$ cat config.mk
export PLATFORM = sky130hd
export DESIGN_NAME = battery_monitor_alarm_report
export DESIGN_NICKNAME = d
export VERILOG_FILES = /design/src/batt_alarm_pkg.sv /design/src/battery_monitor_alarm_report.sv
export VERILOG_INCLUDE_DIRS = /design/src /design/src/src
export SDC_FILE = /design/constraint.sdc
export NUM_CORES = 1
export LEC_CHECK = 0
export BUFFER_PORTS_ARGS = -buffer_cell sky130_fd_sc_hd__buf_4
export CORE_AREA = 3 3 118 120
export DETAILED_ROUTE_END_ITERATION = 16
export DIE_AREA = 0 0 121 123
export GPL_TIMING_DRIVEN = 1
export PLACE_DENSITY_LB_ADDON = 0.25
export SYNTH_ARGS = -nofsm -noshare
export SYNTH_HDL_FRONTEND = slang
export SYNTH_SLANG_ARGS = --single-unit
$ cat constraint.sdc
create_clock -name hclk -period 2.61 [get_ports hclk]
set_input_delay 0.1305 -clock hclk [delete_from_list [all_inputs] [get_ports hclk]]
set_output_delay 0.1305 -clock hclk [all_outputs]
set_load 0.05 [all_outputs]
$ cat src/batt_alarm_params.svh
`ifndef BATT_ALARM_PARAMS_SVH
`define BATT_ALARM_PARAMS_SVH
// How it works
// - Strap selects alarm or warning; read once
// - Low battery comparator raises alarm or warning
// - Alarm output at start, then 4 s check
// - Alarm mode ignores low battery after window
// - Warning mode checks battery continuously after start
// - Battery alarm cleared only by power cycle
// - Fault bit one while alarm active
// - Error code holds the active alarm code
// - Emergency message sent on each alarm raised while none active
// - Panel shows code one character at once
// - Reset clears resettable alarms whose cause left

// ****************************************
// Timing
// ****************************************
`define CLK_KHZ          25000
`define STARTUP_MS       5000
`define WINDOW_MS        4000
`define PANEL_MS         500
`define TMR_W            27

// ****************************************
// Codes
// ****************************************
`define CODE_BATT_ALARM  12'h830
`define CODE_BATT_WARN   12'h930
`define FAULT_BIT        3

// ****************************************
// Register map
// ****************************************
`define OFS_CTRL         8'h00
`define OFS_STATUSWORD   8'h04
`define OFS_ERROR_CODE   8'h08
`define OFS_WARN_CODE    8'h0c
`define OFS_IRQ_STATUS   8'h10
`define OFS_IRQ_MASK     8'h14
`define OFS_INFO         8'h18
`define CTRL_RESET_BIT   0
`define IRQ_ALARM_BIT    0
`define IRQ_WARN_BIT     1
`define IRQ_CLEAR_BIT    2
`define IRQ_W            3
`endif

$ cat src/batt_alarm_pkg.sv
package batt_alarm_pkg;
    typedef enum logic [1:0] {
        PH_START  = 2'b00,
        PH_WINDOW = 2'b01,
        PH_RUN    = 2'b11
    } phase_t;

    typedef struct packed {
        logic [11:0] code;
        logic        nores;
    } alarm_t;
endpackage : batt_alarm_pkg

$ cat src/battery_monitor_alarm_report.sv
// Added by the designer: the address map and the AHB-Lite interface to the registers.
`timescale 1ns/1ps
`include "batt_alarm_params.svh"
module battery_monitor_alarm_report
    import batt_alarm_pkg::*;
#(
    parameter int STARTUP_CYC = `STARTUP_MS * `CLK_KHZ,
    parameter int WINDOW_CYC  = `WINDOW_MS * `CLK_KHZ,
    parameter int PANEL_CYC   = `PANEL_MS * `CLK_KHZ
) (
    input  wire logic        hclk,
    input  wire logic        hresetn,
    input  wire logic        hsel,
    input  wire logic [31:0] haddr,
    input  wire logic [1:0]  htrans,
    input  wire logic        hwrite,
    input  wire logic [2:0]  hsize,
    input  wire logic [31:0] hwdata,
    input  wire logic        hready,
    output logic             hreadyout,
    output logic             hresp,
    output logic [31:0]      hrdata,
    input  wire logic        battery_low_pin,
    input  wire logic        battery_report_select,
    input  wire logic        ext_alarm_set,
    input  wire alarm_t      ext_alarm,
    input  wire logic        ext_alarm_cause,
    input  wire logic        alarm_reset_req,
    output logic             servo_alarm_output,
    output logic [15:0]      statusword,
    output logic [15:0]      error_code,
    output logic             emcy_valid,
    input  wire logic        emcy_ready,
    output alarm_t           emcy_msg,
    output logic [7:0]       panel_char,
    output logic             irq
);
    // ****************************************
    // Input synchronisers
    // ****************************************
    logic [1:0] low_sync_r;
    logic [1:0] sel_sync_r;
    always_ff @(posedge hclk or negedge hresetn) begin
        if (!hresetn) begin
            low_sync_r <= 2'b00;
            sel_sync_r <= 2'b00;
        end else begin
            low_sync_r <= {low_sync_r[0], battery_low_pin};
            sel_sync_r <= {sel_sync_r[0], battery_report_select};
        end
    end
    wire batt_low = low_sync_r[1];

    // ****************************************
    // Power-on phases
    // ****************************************
    phase_t             phase_r;
    logic [`TMR_W-1:0]  tmr_r;
    logic               sel_act_r;
    wire start_end  = (phase_r == PH_START) &&
                      (tmr_r == `TMR_W'(STARTUP_CYC - 1));
    wire window_end = (phase_r == PH_WINDOW) &&
                      (tmr_r == `TMR_W'(WINDOW_CYC - 1));
    always_ff @(posedge hclk or negedge hresetn) begin
        if (!hresetn) begin
            phase_r <= PH_START;
            tmr_r   <= '0;
        end else if (start_end) begin
            phase_r <= PH_WINDOW;
            tmr_r   <= '0;
        end else if (window_end) begin
            phase_r <= PH_RUN;
            tmr_r   <= '0;
        end else if (phase_r != PH_RUN) begin
            tmr_r   <= tmr_r + `TMR_W'(1);
        end
    end

    // Selection sampled once, long after the synchroniser settled
    always_ff @(posedge hclk or negedge hresetn) begin
        if (!hresetn) begin
            sel_act_r <= 1'b0;
        end else if (start_end) begin
            sel_act_r <= sel_sync_r[1];
        end
    end
    wire warn_mode = sel_act_r;

    // ****************************************
    // Battery checks
    // ****************************************
    wire batt_alarm_hit = !warn_mode && batt_low &&
                          (phase_r == PH_WINDOW);
    wire batt_warn_nxt  = warn_mode && batt_low &&
                          (phase_r != PH_START);
    logic batt_warn_r;
    always_ff @(posedge hclk or negedge hresetn) begin
        if (!hresetn) batt_warn_r <= 1'b0;
        else          batt_warn_r <= batt_warn_nxt;
    end

    // ****************************************
    // Active alarm
    // ****************************************
    logic   alarm_act_r;
    alarm_t alarm_r;
    logic   sw_reset;
    wire    batt_new    = batt_alarm_hit && !alarm_act_r;
    wire    ext_new     = ext_alarm_set && !alarm_act_r && !batt_alarm_hit;
    wire    alarm_new   = batt_new || ext_new;
    wire    rst_req     = alarm_reset_req || sw_reset;
    wire    alarm_clear = rst_req && alarm_act_r && !alarm_r.nores &&
                          !ext_alarm_cause;
    wire    cause_again = ext_alarm_set || batt_alarm_hit;
    wire    do_clear    = alarm_clear && !cause_again;
    alarm_t batt_entry;
    assign batt_entry = {`CODE_BATT_ALARM, 1'b1};

    // First alarm holds its code until cleared; set beats clear
    always_ff @(posedge hclk or negedge hresetn) begin
        if (!hresetn) begin
            alarm_act_r <= 1'b0;
            alarm_r     <= '0;
        end else if (alarm_new) begin
            alarm_act_r <= 1'b1;
            alarm_r     <= batt_new ? batt_entry : ext_alarm;
        end else if (do_clear) begin
            alarm_act_r <= 1'b0;
            alarm_r     <= '0;
        end
    end

    // ****************************************
    // Emergency message
    // ****************************************
    logic emcy_valid_r;
    always_ff @(posedge hclk or negedge hresetn) begin
        if (!hresetn) begin
            emcy_valid_r <= 1'b0;
            emcy_msg     <= '0;
        end else if (alarm_new) begin
            emcy_valid_r <= 1'b1;
            emcy_msg     <= batt_new ? batt_entry : ext_alarm;
        end else if (emcy_ready) begin
            emcy_valid_r <= 1'b0;
        end
    end
    assign emcy_valid = emcy_valid_r;

    // ****************************************
    // Panel display
    // ****************************************
    logic [`TMR_W-1:0] pan_tmr_r;
    logic [2:0]        pan_idx_r;
    wire pan_tick = (pan_tmr_r == `TMR_W'(PANEL_CYC - 1));
    function automatic logic [7:0] hex_char(input logic [3:0] n);
        hex_char = (n < 4'ha) ? 8'h30 + {4'h0, n}
                              : 8'h57 + {4'h0, n};
    endfunction : hex_char
    logic [7:0] pan_sel;
    always_comb begin
        unique case (pan_idx_r)
            3'd0:    pan_sel = 8'h41;
            3'd1:    pan_sel = 8'h2e;
            3'd2:    pan_sel = hex_char(alarm_r.code[11:8]);
            3'd3:    pan_sel = hex_char(alarm_r.code[7:4]);
            3'd4:    pan_sel = hex_char(alarm_r.code[3:0]);
            default: pan_sel = 8'h20;
        endcase
    end
    always_ff @(posedge hclk or negedge hresetn) begin
        if (!hresetn) begin
            pan_tmr_r  <= '0;
            pan_idx_r  <= '0;
            panel_char <= 8'h20;
        end else if (!alarm_act_r) begin
            pan_tmr_r  <= '0;
            pan_idx_r  <= '0;
            panel_char <= 8'h20;
        end else begin
            panel_char <= pan_sel;
            pan_tmr_r  <= pan_tick ? '0 : pan_tmr_r + `TMR_W'(1);
            if (pan_tick)
                pan_idx_r <= (pan_idx_r == 3'd5) ? 3'd0
                                                 : pan_idx_r + 3'd1;
        end
    end

    // ****************************************
    // Status outputs
    // ****************************************
    always_ff @(posedge hclk or negedge hresetn) begin
        if (!hresetn) begin
            servo_alarm_output <= 1'b1;
            statusword         <= '0;
            error_code         <= '0;
        end else begin
            servo_alarm_output <= (phase_r == PH_START) ||
                                  alarm_act_r;
            statusword         <= 16'(alarm_act_r) << `FAULT_BIT;
            error_code         <= {4'h0, alarm_r.code};
        end
    end

    // ****************************************
    // AHB-Lite slave
    // ****************************************
    logic       wr_pend_r;
    logic [7:0] wr_ofs_r;
    logic [`IRQ_W-1:0] irq_st_r;
    logic [`IRQ_W-1:0] irq_mask_r;
    wire acc    = hsel && hready && htrans[1];
    wire rd_acc = acc && !hwrite;
    wire wr_data = wr_pend_r;
    assign sw_reset = wr_data && (wr_ofs_r == `OFS_CTRL) &&
                      hwdata[`CTRL_RESET_BIT];
    wire irq_w1c = wr_data && (wr_ofs_r == `OFS_IRQ_STATUS);
    wire [`IRQ_W-1:0] irq_ev = {do_clear, batt_warn_nxt && !batt_warn_r,
                                alarm_new};
    wire [`IRQ_W-1:0] irq_st_nxt =
        irq_ev | (irq_st_r & ~(irq_w1c ? hwdata[`IRQ_W-1:0] : '0));
    wire [7:0] rd_ofs = haddr[7:0];
    logic [31:0] rd_mux;
    always_comb begin
        rd_mux = 32'h0;
        if (haddr[31:8] == 24'h0) begin
            unique case (rd_ofs)
                `OFS_STATUSWORD: rd_mux = {16'h0, statusword};
                `OFS_ERROR_CODE: rd_mux = {16'h0, error_code};
                `OFS_WARN_CODE:  rd_mux = batt_warn_r ?
                                          {20'h0, `CODE_BATT_WARN} : 32'h0;
                `OFS_IRQ_STATUS: rd_mux = {29'h0, irq_st_r};
                `OFS_IRQ_MASK:   rd_mux = {29'h0, irq_mask_r};
                `OFS_INFO:       rd_mux = {28'h0, batt_low, phase_r,
                                           sel_act_r};
                default:         rd_mux = 32'h0;
            endcase
        end
    end
    always_ff @(posedge hclk or negedge hresetn) begin
        if (!hresetn) begin
            wr_pend_r <= 1'b0;
            wr_ofs_r  <= '0;
            hrdata    <= '0;
        end else begin
            wr_pend_r <= acc && hwrite && (haddr[31:8] == 24'h0);
            wr_ofs_r  <= haddr[7:0];
            if (rd_acc) hrdata <= rd_mux;
        end
    end
    always_ff @(posedge hclk or negedge hresetn) begin
        if (!hresetn) begin
            irq_st_r   <= '0;
            irq_mask_r <= '0;
        end else begin
            irq_st_r <= irq_st_nxt;
            if (wr_data && (wr_ofs_r == `OFS_IRQ_MASK))
                irq_mask_r <= hwdata[`IRQ_W-1:0];
        end
    end
    assign irq       = |(irq_st_r & irq_mask_r);
    assign hreadyout = 1'b1;
    assign hresp     = 1'b0;
endmodule : battery_monitor_alarm_report

==> metrics.md <==
| Metric | Value |
|---|---|
| Critical Path Max Stage Delay | 0.58 ns |
| Asr flop ratio synth | 100% |
| HPWL Detailed | 11.2 mm |
| DR vias/cell | 5.58 |
| Layout cells sized above 1 | 20.9% |
| Worst Hold Margin | roughly 0.0066 ns |
| CTS tree | done |
| Final wirelength | 16.2 mm |
| RePlAce Congestion | ~0.90 |
| Synth-to-layout area growth | 24.9% |
| P_leak | 3.97 nW |
| Maximum VDD drop | 0.000820 V |
| Crit Path Category | register to register |
| Cell family with most CP delay | simple AND/OR/NAND/NOR gates |
| Root Driver | clkbuf_16 |
| Worst R2R Path Depth | 5 |
| CORE AREA | between 10000 and 15000 um2 |
| CP startpoint kind | register |
| Vias in the first global route | approximately 5300 |
| Gr usage total | 21.9% |
| WP data required | 2.89 ns |
| CP Max Fanout | 7 |
| Detailed Route Iter0 Violations | 436 |
| Largest net degree at the start of global routing | 62 |
| WP data arrival | 2.46 ns |
| CP most frequent cell | or4_1 |
| CTS clk-pin slew, worst paths | 0.06 ns |
| Synth top area cells | dfrtp_1 (51%), buf_4 (4.8%), nor2_1 (4.4%), xor2_1 (4.0%), nand2_1 (3.2%) |
| Avg Inst Size Synth | 10.2 um2 |
| RSZ-0062 raised after global routing | false |
| Drt first pass iters | 6 |
| Yosys warnings | 0 |
| Via count | approximately 5500 |
| CTS Sinks | 141 |
| Skew final | 0.00614 ns |
| Die area | about 15000 um2 |
| Avg WL per Cell | 16.3 um |
| Max-cap viol count | 0 |
| Period utilization | 83.7% |
| Initial Utilization | 52.2% |
| Number of flops mapped to enable cells by yosys | 0 |
| IO Pins | between 150 and 200 |
| Syn Std Cell Area | 6840 um2 |
| Layout Utilization | 65.3% |
| Slew Limit Fails | 0 |
| # DRC | 0 |
| Post-route ant nets | 0 |
| Slew @ Worst Pin | 0.685 ns |
| Nets | around 910 |
| Antenna violations before repair | 0 |
| Top cell type's share of synthesized area | 50.9% |
| Fin Setup TNS | 0 ns |
| Final hold violations | 0 |
| Cell taking the most area after synthesis | dfrtp_1 |
| Outcome | complete, no violations |
| WP depth | 5 |
| # setup viols final | 0 |
| Hold path cells | 3 |
| First-pass GRT wire length | 25.9 mm |
| Synth Register Bits | 141 |
| Minimum clock period | 2.18 ns |
| H-tree lvl count | 4 |
| # diodes | 0 |
| Register area share after synthesis | 51.7% |
| Worst-Skew Late Latency | 0.42 ns |
| Die H | 123 um |
| Post-synthesis cell count | between 600 and 700 |
| Type of the most critical hold path | input pin to register |
| Fmax | 458 MHz |
| GR Overflow Total | 0 |
| CP Cell Sequence | or2_1, or4_1, or4_1, o31ai_2, o211ai_2 |
| Post-synth cell types | 65 |
| Critical path's slowest cell | or4_1 |
| Pwr dens | between 900 and 1000 nW/um2 |
| Port Buffer Count | 107 |
| Die width | between 100 and 150 um |
| Buf/Inv on CP | 0 |
| Reg2Reg Setup Slack | 0.43 ns |
| CTS Buf Count | 17 |
| Slew margin rel. | 53.9% |
| Std cell rows | 42 |
| Most used DFF post-synth | dfrtp_1 |
| Max clock buf depth | 2 |
| Worst setup EP type | register |
## what timing repair did
action                    CTS  global route
hold buffers               26             0
gates resized for setup     0             0
setup buffers               0             0
hold endpoints to repair   95             0
## state kept, by name (all words and copies together), names as in the netlist, 2 cells and up
register    flops
alarm_r        13
emcy_msg       13
error_code     12
hrdata         12
irq_mask_r      3
irq_st_r        3
low_sync_r      2
pan_idx_r       3
pan_tmr_r      27
panel_char      7
phase_r         2
sel_sync_r      2
tmr_r          27
wr_ofs_r        8
## logic make-up after synthesis
family | share of synthesized area [%]
flip-flops | 51.7
adder cells (fa/ha/maj) | 1.10
multiplexers | 1.90
XOR/XNOR | 6.66
buffers and inverters | 7.16
AO/OA/AOI/OAI | 9.57
AND/OR/NAND/NOR | 21.8
other | 0.110
## final timing paths
| path | startpoint | end |
|---|---|---|
| min | htrans[1] | wr_data |
| max | phase_r[1] | tmr_r[3] |
| max in group asynchronous | hresetn | panel_char[5] |
| min reg2reg | low_sync_r[0] | low_sync_r[1] |
| min in group asynchronous | hresetn | tmr_r[4] |
| max reg2reg | phase_r[1] | tmr_r[3] |
## where the power goes
group	internal, mW	switching, mW	leakage (nW)	total, mW
Combinational	0.747	1.51	1.84	2.26
Sequential	2.55	0.357	1.83	2.91
Clock	1.67	0.866	0.304	2.53
## routing by layer
| metal | part of all wire [%] | global-route usage [%] | vias up | routed length [um] |
|---|---|---|---|---|
| met5 | 0 | 0 | - | 0 |
| met4 | 2.1 | 8.85 | 0 | 342 |
| met3 | 5.7 | 5.31 | 33 | 922 |
| met2 | 49 | 34.3 | 201 | 7860 |
| met1 | 44 | 29.6 | 2752 | 7050 |
| li1 | - | - | 2559 | - |
## cell usage after synthesis, types with 12 or more instances
master,count
dfrtp_1,139
nor2_1,81
nand2_1,59
buf_4,44
nand3_1,31
xor2_1,31
nand4_1,21
o21ai_0,21
xnor2_1,21
clkbuf_1,15
a22o_1,14
inv_1,14
nor3_1,14
nor4_1,12
## final cells by class
class / count / area, um2
clock inverter: 7 / 135
multi-input combinational: 489 / 2970
fill: 1017 / 4540
sequential: 141 / 3530
tap: 176 / 220
timing repair buffer: 143 / 1150
clock buffer: 24 / 482
inverter: 14 / 52.6
## tightest hold or removal path: cells and delay by family
family	cells	cell delay [ns]
simple gates	2	0.14
buf+inv	1	0.11
## layout by cell type, fill, tap and decap left out, types with 21 or more instances in the layout
cell / synthesis / final
buf_4: 44 / 115
o21ai_0: 21 / 21
dfrtp_1: 139 / 139
dlygate4sd3_1: 0 / 26
xor2_1: 31 / 31
conb_1: 2 / 42
xnor2_1: 21 / 21
nand3_1: 31 / 31
nand4_1: 21 / 21
nand2_1: 59 / 59
nor2_1: 81 / 81
## through the flow
step	power (mW)	setup slack, ns	instance area (um2)	instances
after global placement	5.09	0.486	7660	937
after global routing	8.02	0.264	8540	994
final	7.70	0.426	8540	994
after detailed placement	5.14	0.427	7660	937
after floorplan	4.45	0.658	6990	711
after CTS	7.72	0.412	8540	994
No activity file was read; power rests on OpenSTA's default activity.
